### config.mk
export PLATFORM = sky130hd
export DESIGN_NAME = crs_cpu_register_set
export DESIGN_NICKNAME = d
export VERILOG_FILES = /design/src/hw/crs_pkg.sv /design/src/hw/crs_cpu_register_set.sv
export SDC_FILE = /design/constraint.sdc
export NUM_CORES = 2
export LEC_CHECK = 0
export BUFFER_PORTS_ARGS = -buffer_cell sky130_fd_sc_hd__buf_2
export CAP_MARGIN = 0
export CORE_UTILIZATION = 55
export DETAILED_ROUTE_END_ITERATION = 7
export PLACE_DENSITY_LB_ADDON = 0.05
export SYNTH_ARGS = -nofsm -noshare
export SYNTH_HDL_FRONTEND = slang
export SYNTH_SLANG_ARGS = --single-unit
### constraint.sdc
create_clock -name clk -period 60.4 [get_ports clk]
set_input_delay 9.06 -clock clk [delete_from_list [all_inputs] [get_ports clk]]
set_output_delay 9.06 -clock clk [all_outputs]
set_load 0.005 [all_outputs]
### src/hw/crs_pkg.sv
// package: system register numbers, field layouts, reset values, command carriers
package crs_pkg;
	// ===================================================
	// widths and fixed fields
	localparam int XLEN        = 32;
	localparam int PC_BITS     = 26;
	localparam int STAT_BITS   = 8;
	localparam int REG_AW      = 5;
	localparam logic [4:0] ZERO_REG_IDX    = 5'h00;
	localparam logic [4:0] ELEM_BASE_IDX   = 5'h1e;
	// ===================================================
	// system register numbers
	localparam logic [4:0] SR_EXC_RET_PC   = 5'h00;
	localparam logic [4:0] SR_EXC_STAT     = 5'h01;
	localparam logic [4:0] SR_NMI_RET_PC   = 5'h02;
	localparam logic [4:0] SR_NMI_STAT     = 5'h03;
	localparam logic [4:0] SR_CAUSE        = 5'h04;
	localparam logic [4:0] SR_PSW          = 5'h05;
	localparam logic [4:0] SR_TC_RET_PC    = 5'h10;
	localparam logic [4:0] SR_TC_STAT      = 5'h11;
	localparam logic [4:0] SR_DBG_RET_PC   = 5'h12;
	localparam logic [4:0] SR_DBG_STAT     = 5'h13;
	localparam logic [4:0] SR_TC_BASE      = 5'h14;
	// ===================================================
	// reset values
	localparam logic [31:0] PSW_RESET      = 32'h0000_0020;
	localparam logic [31:0] PC_RESET       = 32'h0000_0000;
	localparam logic [31:0] SR_RESET       = 32'h0000_0000;
	// ===================================================
	// pipeline events that save or restore context
	typedef enum logic [2:0] {
		CRS_EV_NONE,
		CRS_EV_EXC,     // software exception or accepted maskable interrupt
		CRS_EV_NMI,
		CRS_EV_TCALL,
		CRS_EV_DBG,     // debug trap or illegal opcode
		CRS_EV_INTERRUPT_RETURN_INSTR,
		CRS_EV_DEBUG_RETURN_INSTR,
		CRS_EV_TCRET
	} crs_event_t;
	// system register access request
	typedef struct packed {
		logic        load;   // sysreg_load_instr
		logic        store;  // sysreg_store_instr
		logic [4:0]  num;
		logic [31:0] wdata;
	} crs_sr_req_t;
	// general register write port
	typedef struct packed {
		logic        en;
		logic [4:0]  addr;
		logic [31:0] data;
	} crs_gpr_wr_t;
endpackage : crs_pkg

### src/hw/crs_cpu_register_set.sv
// cpu register set: general registers, program counter and system registers
// Operation
// - all registers thirty-two bits wide
// - thirty-two general registers for data or addresses
// - zero register always reads zero
// - register thirty is short load/store base
// - program counter keeps low 26 bits only
// - carry out of pc bit 25 dropped
// - program counter bit zero always zero
// - system registers reached by number via load/store
// - system register number decode map
// - cause code readable, load cannot alter it
// - debug pair usable only inside debug trap
// - return ignores saved address bit zero
// - exception saves pc and status word
// - nmi saves into nmi pair only
// - saved address is next instruction address
// - reserved upper bits of saves read zero; a load into the table-call or debug pair keeps and reads back all 32 bits
// - interrupt return restores pc and status
// - status word resets to interrupt-disable only
// - status load effective on completion, holds interrupts
module crs_cpu_register_set #(
	parameter int NREGS = 32
) (
	input  wire logic                 clk,
	input  wire logic                 rst,
	input  wire logic [4:0]           rd_a_addr,    // operand read port a
	input  wire logic [4:0]           rd_b_addr,    // operand read port b
	output logic [31:0]               rd_a_data,
	output logic [31:0]               rd_b_data,
	output logic [31:0]               elem_base,    // base for short load/store
	input  wire crs_pkg::crs_gpr_wr_t gpr_wr,       // result write
	input  wire logic                 pc_load,      // step or branch
	input  wire logic [31:0]          pc_next,      // new pc from pipeline
	input  wire logic [31:0]          pc_ret_addr,  // next-instruction address for saves
	output logic [31:0]               pc,
	input  wire crs_pkg::crs_event_t  event_kind,
	input  wire logic [31:0]          event_cause,  // code latched on exc/nmi/dbg
	input  wire logic [31:0]          tc_target,    // table call jump target
	input  wire crs_pkg::crs_sr_req_t sr_req,
	output logic [31:0]               sr_rdata,
	output logic                      sr_denied,    // access refused, no effect
	output logic [31:0]               program_status_word,
	output logic                      int_hold,     // holds off interrupt acceptance
	output logic                      dbg_active
);
	// ===================================================
	// general register array
	logic [31:0] gpr_ff [NREGS];      // entry 0 never read
	logic [31:0] nxt_gpr [NREGS];

	// write decode; zero target discarded
	always_comb
	begin
		for (int i = 0; i < NREGS; i++)
		begin
			nxt_gpr[i] = gpr_ff[i];
		end
		if (gpr_wr.en && gpr_wr.addr != crs_pkg::ZERO_REG_IDX)
		begin
			nxt_gpr[gpr_wr.addr] = gpr_wr.data;
		end
	end

	// register the array
	always_ff @(posedge clk or posedge rst)
	begin
		if (rst)
		begin
			for (int i = 0; i < NREGS; i++)
			begin
				gpr_ff[i] <= 32'h0000_0000;
			end
		end
		else
		begin
			gpr_ff <= nxt_gpr;
		end
	end

	// reads: no bypass, pipeline forwards its own results
	assign rd_a_data = (rd_a_addr == crs_pkg::ZERO_REG_IDX) ? 32'h0000_0000
		: gpr_ff[rd_a_addr];
	assign rd_b_data = (rd_b_addr == crs_pkg::ZERO_REG_IDX) ? 32'h0000_0000
		: gpr_ff[rd_b_addr];
	assign elem_base = gpr_ff[crs_pkg::ELEM_BASE_IDX];

	// ===================================================
	// program counter and system registers
	logic [25:0] pc_ff, nxt_pc;           // only valid bits stored
	logic [25:0] exc_return_pc_ff, nxt_exc_return_pc;
	logic [7:0]  eist_ff, nxt_eist;
	logic [25:0] nmipc_ff, nxt_nmipc;
	logic [7:0]  nmist_ff, nxt_nmist;
	logic [31:0] tcpc_ff, nxt_tcpc;
	logic [31:0] tcst_ff, nxt_tcst;
	logic [31:0] debug_return_pc_ff, nxt_debug_return_pc;
	logic [31:0] dbst_ff, nxt_dbst;
	logic [31:0] tcbase_ff, nxt_tcbase;
	logic [31:0] cause_ff, nxt_cause;
	logic [7:0]  psw_ff, nxt_psw;
	logic        dbg_ff, nxt_dbg;         // inside debug trap window
	logic        hold_ff, nxt_hold;       // status load completing
	logic        dbg_num;                 // request targets debug pair
	logic        wr_ok;

	// pc masking helper: drop bit 0 and upper bits
	function automatic logic [25:0] crs_pc_fix(input logic [31:0] v);
		crs_pc_fix = {v[25:1], 1'b0};
	endfunction : crs_pc_fix

	assign dbg_num = (sr_req.num == crs_pkg::SR_DBG_RET_PC) || (sr_req.num == crs_pkg::SR_DBG_STAT);
	// debug pair refused outside the trap window
	assign sr_denied = (sr_req.load || sr_req.store) && dbg_num && !dbg_ff;
	assign wr_ok = sr_req.load && !sr_denied;

	// next-state for pc and system registers; events win over loads
	always_comb
	begin
		nxt_pc     = pc_ff;
		nxt_exc_return_pc   = exc_return_pc_ff;
		nxt_eist   = eist_ff;
		nxt_nmipc  = nmipc_ff;
		nxt_nmist  = nmist_ff;
		nxt_tcpc   = tcpc_ff;
		nxt_tcst   = tcst_ff;
		nxt_debug_return_pc   = debug_return_pc_ff;
		nxt_dbst   = dbst_ff;
		nxt_tcbase = tcbase_ff;
		nxt_cause  = cause_ff;
		nxt_psw    = psw_ff;
		nxt_dbg    = dbg_ff;
		nxt_hold   = 1'b0;
		if (pc_load)
		begin
			nxt_pc = crs_pc_fix(pc_next);
		end
		// system register load; cause code and reserved numbers ignored
		if (wr_ok)
		begin
			case (sr_req.num)
				crs_pkg::SR_EXC_RET_PC: nxt_exc_return_pc   = sr_req.wdata[25:0];
				crs_pkg::SR_EXC_STAT:   nxt_eist   = sr_req.wdata[7:0];
				crs_pkg::SR_NMI_RET_PC: nxt_nmipc  = sr_req.wdata[25:0];
				crs_pkg::SR_NMI_STAT:   nxt_nmist  = sr_req.wdata[7:0];
				crs_pkg::SR_PSW:
				begin
					nxt_psw  = sr_req.wdata[7:0];
					nxt_hold = 1'b1;
				end
				crs_pkg::SR_TC_RET_PC:  nxt_tcpc   = sr_req.wdata;
				crs_pkg::SR_TC_STAT:    nxt_tcst   = sr_req.wdata;
				crs_pkg::SR_DBG_RET_PC: nxt_debug_return_pc   = sr_req.wdata;
				crs_pkg::SR_DBG_STAT:   nxt_dbst   = sr_req.wdata;
				crs_pkg::SR_TC_BASE:    nxt_tcbase = sr_req.wdata;
				default:                nxt_psw    = nxt_psw; // undefined numbers: no effect
			endcase
		end
		// context save and restore
		case (event_kind)
			crs_pkg::CRS_EV_EXC:
			begin
				nxt_exc_return_pc  = crs_pc_fix(pc_ret_addr);
				nxt_eist  = psw_ff;
				nxt_cause = event_cause;
			end
			crs_pkg::CRS_EV_NMI:
			begin
				nxt_nmipc = crs_pc_fix(pc_ret_addr);
				nxt_nmist = psw_ff;
				nxt_cause = event_cause;
			end
			crs_pkg::CRS_EV_TCALL:
			begin
				nxt_tcpc = {6'h00, crs_pc_fix(pc_ret_addr)};
				nxt_tcst = {24'h000000, psw_ff};
				nxt_pc   = crs_pc_fix(tc_target);
			end
			crs_pkg::CRS_EV_DBG:
			begin
				nxt_debug_return_pc  = {6'h00, crs_pc_fix(pc_ret_addr)};
				nxt_dbst  = {24'h000000, psw_ff};
				nxt_cause = event_cause;
				nxt_dbg   = 1'b1;
			end
			crs_pkg::CRS_EV_INTERRUPT_RETURN_INSTR:
			begin
				nxt_pc  = crs_pc_fix({6'h00, exc_return_pc_ff});
				nxt_psw = eist_ff;
			end
			crs_pkg::CRS_EV_DEBUG_RETURN_INSTR:
			begin
				nxt_pc  = crs_pc_fix(debug_return_pc_ff);
				nxt_psw = dbst_ff[7:0];
				nxt_dbg = 1'b0;
			end
			crs_pkg::CRS_EV_TCRET:
			begin
				nxt_pc  = crs_pc_fix(tcpc_ff);
				nxt_psw = tcst_ff[7:0];
			end
			default:
			begin
				nxt_dbg = nxt_dbg; // no event
			end
		endcase
	end

	// register pc and system registers
	always_ff @(posedge clk or posedge rst)
	begin
		if (rst)
		begin
			pc_ff     <= crs_pkg::PC_RESET[25:0];
			exc_return_pc_ff   <= crs_pkg::SR_RESET[25:0];
			eist_ff   <= crs_pkg::SR_RESET[7:0];
			nmipc_ff  <= crs_pkg::SR_RESET[25:0];
			nmist_ff  <= crs_pkg::SR_RESET[7:0];
			tcpc_ff   <= crs_pkg::SR_RESET;
			tcst_ff   <= crs_pkg::SR_RESET;
			debug_return_pc_ff   <= crs_pkg::SR_RESET;
			dbst_ff   <= crs_pkg::SR_RESET;
			tcbase_ff <= crs_pkg::SR_RESET;
			cause_ff  <= crs_pkg::SR_RESET;
			psw_ff    <= crs_pkg::PSW_RESET[7:0];
			dbg_ff    <= 1'b0;
			hold_ff   <= 1'b0;
		end
		else
		begin
			pc_ff     <= nxt_pc;
			exc_return_pc_ff   <= nxt_exc_return_pc;
			eist_ff   <= nxt_eist;
			nmipc_ff  <= nxt_nmipc;
			nmist_ff  <= nxt_nmist;
			tcpc_ff   <= nxt_tcpc;
			tcst_ff   <= nxt_tcst;
			debug_return_pc_ff   <= nxt_debug_return_pc;
			dbst_ff   <= nxt_dbst;
			tcbase_ff <= nxt_tcbase;
			cause_ff  <= nxt_cause;
			psw_ff    <= nxt_psw;
			dbg_ff    <= nxt_dbg;
			hold_ff   <= nxt_hold;
		end
	end

	// upper bits forced zero on every view
	assign pc         = {6'h00, pc_ff};
	assign program_status_word        = {24'h000000, psw_ff};
	assign dbg_active = dbg_ff;
	// hold acceptance in the load cycle and for one cycle after the value lands
	assign int_hold   = hold_ff || (wr_ok && sr_req.num == crs_pkg::SR_PSW);

	// system register store read mux; reserved numbers read zero
	always_comb
	begin
		sr_rdata = 32'h0000_0000;
		if (sr_req.store && !sr_denied)
		begin
			case (sr_req.num)
				crs_pkg::SR_EXC_RET_PC: sr_rdata = {6'h00, exc_return_pc_ff};
				crs_pkg::SR_EXC_STAT:   sr_rdata = {24'h000000, eist_ff};
				crs_pkg::SR_NMI_RET_PC: sr_rdata = {6'h00, nmipc_ff};
				crs_pkg::SR_NMI_STAT:   sr_rdata = {24'h000000, nmist_ff};
				crs_pkg::SR_CAUSE:      sr_rdata = cause_ff;
				crs_pkg::SR_PSW:        sr_rdata = {24'h000000, psw_ff};
				crs_pkg::SR_TC_RET_PC:  sr_rdata = tcpc_ff;
				crs_pkg::SR_TC_STAT:    sr_rdata = tcst_ff;
				crs_pkg::SR_DBG_RET_PC: sr_rdata = debug_return_pc_ff;
				crs_pkg::SR_DBG_STAT:   sr_rdata = dbst_ff;
				crs_pkg::SR_TC_BASE:    sr_rdata = tcbase_ff;
				default:                sr_rdata = 32'h0000_0000;
			endcase
		end
	end

	// ===================================================
	// assertions
	a_pc_bit_zero: assert property (@(posedge clk) disable iff (rst)
		pc[0] == 1'b0 && pc[31:26] == 6'h00)
		else $error("pc low or upper bits set");
	a_pc_wrap: assert property (@(posedge clk) disable iff (rst)
		pc_load && event_kind == crs_pkg::CRS_EV_NONE |=> pc[25:1] == $past(pc_next[25:1]))
		else $error("pc load wrong");
	a_zero_reads: assert property (@(posedge clk) disable iff (rst)
		rd_a_addr == 5'h00 |-> rd_a_data == 32'h0000_0000)
		else $error("zero reg nonzero");
	a_exc_save_pc: assert property (@(posedge clk) disable iff (rst)
		event_kind == crs_pkg::CRS_EV_EXC |=>
		exc_return_pc_ff == $past({pc_ret_addr[25:1], 1'b0}) && eist_ff == $past(psw_ff))
		else $error("exception save wrong");
	a_nmi_keeps_exc: assert property (@(posedge clk) disable iff (rst)
		event_kind == crs_pkg::CRS_EV_NMI && !sr_req.load |=>
		$stable(exc_return_pc_ff) && nmist_ff == $past(psw_ff))
		else $error("nmi save wrong");
	a_interrupt_return_instr_restore: assert property (@(posedge clk) disable iff (rst)
		event_kind == crs_pkg::CRS_EV_INTERRUPT_RETURN_INSTR |=>
		program_status_word[7:0] == $past(eist_ff) && pc[25:0] == {$past(exc_return_pc_ff[25:1]), 1'b0})
		else $error("interrupt_return_instr restore wrong");
	a_cause_no_load: assert property (@(posedge clk) disable iff (rst)
		sr_req.load && sr_req.num == crs_pkg::SR_CAUSE && event_kind == crs_pkg::CRS_EV_NONE
		|=> $stable(cause_ff))
		else $error("cause altered by load");
	// a refused load must leave the debug pair untouched, not only raise the flag
	a_dbg_refused: assert property (@(posedge clk) disable iff (rst)
		!dbg_ff && sr_req.load && dbg_num && event_kind == crs_pkg::CRS_EV_NONE
		|-> sr_denied ##1 ($stable(debug_return_pc_ff) && $stable(dbst_ff)))
		else $error("debug pair open outside trap");
	a_psw_hold: assert property (@(posedge clk) disable iff (rst)
		wr_ok && sr_req.num == crs_pkg::SR_PSW |-> int_hold ##1 int_hold)
		else $error("interrupt not held on status load");
	a_wr_zero_drop: assert property (@(posedge clk) disable iff (rst)
		gpr_ff[0] == 32'h0000_0000)
		else $error("zero register entry written");
	a_gpr_write: assert property (@(posedge clk) disable iff (rst)
		gpr_wr.en && gpr_wr.addr != crs_pkg::ZERO_REG_IDX |=>
		gpr_ff[$past(gpr_wr.addr)] == $past(gpr_wr.data))
		else $error("general register write lost");
	a_debug_return_instr_close: assert property (@(posedge clk) disable iff (rst)
		event_kind == crs_pkg::CRS_EV_DEBUG_RETURN_INSTR |=> !dbg_active)
		else $error("debug window still open");
	c_exc_then_interrupt_return_instr: cover property (@(posedge clk) disable iff (rst)
		event_kind == crs_pkg::CRS_EV_EXC ##[1:20] event_kind == crs_pkg::CRS_EV_INTERRUPT_RETURN_INSTR);
	c_dbg_access: cover property (@(posedge clk) disable iff (rst)
		dbg_ff && sr_req.store && dbg_num);
	c_psw_load: cover property (@(posedge clk) disable iff (rst)
		wr_ok && sr_req.num == crs_pkg::SR_PSW);
	c_tcall_tcret: cover property (@(posedge clk) disable iff (rst)
		event_kind == crs_pkg::CRS_EV_TCALL ##[1:20] event_kind == crs_pkg::CRS_EV_TCRET);
	c_nmi_save: cover property (@(posedge clk) disable iff (rst)
		event_kind == crs_pkg::CRS_EV_NMI);
endmodule : crs_cpu_register_set

==> qor.yml <==
run_status:
  status: "finished, final reports clean"
global_route:
  overflow: 0
  grt_max_degree: 175
  grt_antenna_before_repair: 9
  grt_pass1_wl_um: 331000
  grt_usage_pct: 34.7
  grt_pass1_vias: 48200
timing:
  period_share_pct: 37.3
  finalHoldViolCount: 0
  relSlewSlack_pct: 21.2
  skew_ns: 0.00954
  setup_slack_ns: 37.87
  timing.hold.ws_ns: 0.395
  setup_tns_ns: 0
  tightest_slew_ns: 1.18
  fin_crit_ns: 22.53
  clock.fmax_ghz: 0.0444
  drv_slew: 0
  rsz0062_at_grt: "no"
  finalSetupViolCount: 0
detailed_routing:
  drt_iter0_drc: 4339
  drt-total-wl_um: 222000
  ant_nets: 0
  avgViaCountPerCell: 6.76
  drc: 0
  firstDrtPassIters: 5
  vias: 47900
  wire_per_inst_um: 31.3
power:
  ir_worst_vdd_mv: 0.0317
  power_frac_seq_pct: 45.8
  pwr-share-clk_pct: 35.7
  power_density_nw_per_um2: 33.0
  swShare_pct: 27.1
  power.leakage_nw: 34.6
  combinationalPowerShare_pct: 18.5
  total_power_mw: 2.55
  intPower_mw: 1.85
  switchingPower_uw: 691
final_layout:
  drive_gt1_share_pct: 42.1
  nNetsFinal: 5536
  synthToLayoutAreaGrowth_pct: 10.0
  final_cells: 7088
  fin_area_um2: 77200
  n_fill_cell: 10000
  final_util_pct: 61.2
die:
  core_um2: 126000
  dieArea_um2: 129000
  num_io_pins: 416
  die_y_um: 359
  rows: 130
  die_w_um: 359
  initial_utilization_pct: 55.6
synth:
  syn_area_um2: 70100
  synth_compound_area_share_pct: 8.00
  synthXorXnorAreaFrac_pct: 0.0125
  muxShareOfSynthArea_pct: 36.2
  ys_async_sr_fraction_pct: 100
  yosys.area_share.adder_pct: 0
  synth_area_leaders: "dfrtp_1, mux2_2, mux4_2"
  synth_area_per_cell_um2: 13.2
  synth_edf_count: 0
  synth_top_family_by_area: "multiplexers"
  yosysMostFrequentCell: "dfrtp_1"
  synth_seq_cells: 1319
  ys_top_cells_by_count: "dfrtp_1, mux2_2, mux4_2, mux2i_1, clkbuf_1"
  yosys.area.top_type: "dfrtp_1"
  netlist_instances: 5297
  synthFlopType: "dfrtp_1"
  synth_top_cell_area_share_pct: 47.0
  yosysSeqAreaShare_pct: 47.1
  yosys_warnings: 0
  synth-simple-area-share_pct: 4.15
  synth_cell_types: 67
cts:
  clk_pin_slew_ns: 0.06
  worstSkewPairLatency_ns: 0.78
  htree_levels: 4
  clockBufferDepth: 3
  post-cts-setup-buffers: 0
  cts_hold_buf: 0
  cts-root-buf: "clkbuf_16"
  cts-buffers-inserted: 147
  clock_sinks: 1319
  cts_tree: "yes"
  cts_resized: 0
setup_path:
  required_ns: 51.34
  cp-end-kind: "primary output"
  cp.arrival_ns: 13.47
  cp_max_fo: 42
  critPathLaunchType: "primary input"
  crit_type: "primary input to primary output"
place:
  place_hpwl_um: 132000
  gp_congestion: 0.852
  placed_cells: 6816
  place_area_um2: 72300
  port-buffer-count: 363
  dp_slack_ns: 37.96
job:
  maxCapViolations: 0
worst_hold_path:
  hp-class: "flop to flop"
-- logic make-up after synthesis --
| family | after synthesis |
|---|---|
| AND/OR/NAND/NOR | 617 |
| other | 1 |
| buffers and inverters | 658 |
| multiplexers | 1900 |
| XOR/XNOR | 1 |
| flip-flops | 1319 |
| AO/OA/AOI/OAI | 801 |
-- power by group through the flow --
| stage | clock, mW | sequential, mW | combinational (mW) |
|---|---|---|---|
| 4_1_cts | 0.921 | 1.16 | 0.473 |
| 5_1_grt | 0.955 | 1.19 | 0.510 |
| 3_5_place_dp | 0 | 1.18 | 0.471 |
| 2_1_floorplan | 0 | 1.14 | 0.374 |
| 6_report | 0.908 | 1.17 | 0.472 |
| 3_3_place_gp | 0 | 1.17 | 0.460 |
-- registers in the layout (all words and copies together) (netlist names) --
name,count
eist_ff,8
dbst_ff,32
exc_return_pc_ff,26
hold_ff,1
cause_ff,32
gpr_ff,992
tcst_ff,32
debug_return_pc_ff,32
nmist_ff,8
psw_ff,8
elem_base,32
tcbase_ff,32
nmipc_ff,26
pc_ff,25
tcpc_ff,32
dbg_active,1
-- metal layers --
layer  track usage [%]  part of all wire (%)  vias up
li1                  -                     -    20000
met1              47.2                    41    25300
met2              54.6                    47     2121
met3              6.61                   7.8      470
met4              15.1                   4.4        6
met5                 0                 0.013        -
-- cells in the final DEF, fill, tap and decap left out, types with 58 or more instances in the layout --
cell,netlist,final
a211oi_1,79,79
a21oi_1,133,133
a22o_1,92,92
a22oi_1,103,103
buf_2,118,356
buf_4,106,99
clkbuf_16,0,157
dfrtp_1,1318,1318
mux2_2,1117,1117
mux2i_1,374,374
mux4_2,395,395
nand2_1,319,298
nor2_1,87,66
nor2b_1,62,58
o21ai_0,132,132
o22ai_1,58,58
-- critical path, cell delays in order --
cell	delay [ns]
buf_6	0.28
buf_4	0.82
buf_4	0.70
and2_4	0.63
buf_4	0.67
a22o_1	0.27
a2111oi_2	0.06
nor3_1	0.66
buf_2	0.25
-- worst paths after layout --
kind,startpoint,endpoint,slack [ns],depth (start not counted)
setup / recovery,rd_b_addr[1],rd_b_data[5],37.87,9
hold / removal,gpr_ff[1004]$_DFFE_PP0P_,gpr_ff[1004]$_DFFE_PP0P_,0.39,0
setup reg to reg,dbg_active$_DFFE_PP0P_,tcbase_ff[14]$_DFFE_PP0P_,58.02,5
hold reg to reg,gpr_ff[1004]$_DFFE_PP0P_,gpr_ff[1004]$_DFFE_PP0P_,0.39,0
max in group asynchronous,rst,gpr_ff[488]$_DFFE_PP0P_,47.26,7
min in group asynchronous,rst,dbst_ff[30]$_DFFE_PP0P_,8.44,2
-- final cells by class --
class                           count  area, um^2  area share (%)
Multi-Input combinational cell   3350       34300            44.5
Tap cell                         1650        2060            2.68
Antenna cell                        8        20.0          0.0259
Timing Repair Buffer              468        2750            3.56
Clock inverter                     28         256           0.332
Inverter                           29         116           0.151
Sequential cell                  1319       33000            42.8
Clock buffer                      236        4630            6.00
(Power assumes the default switching activity.)
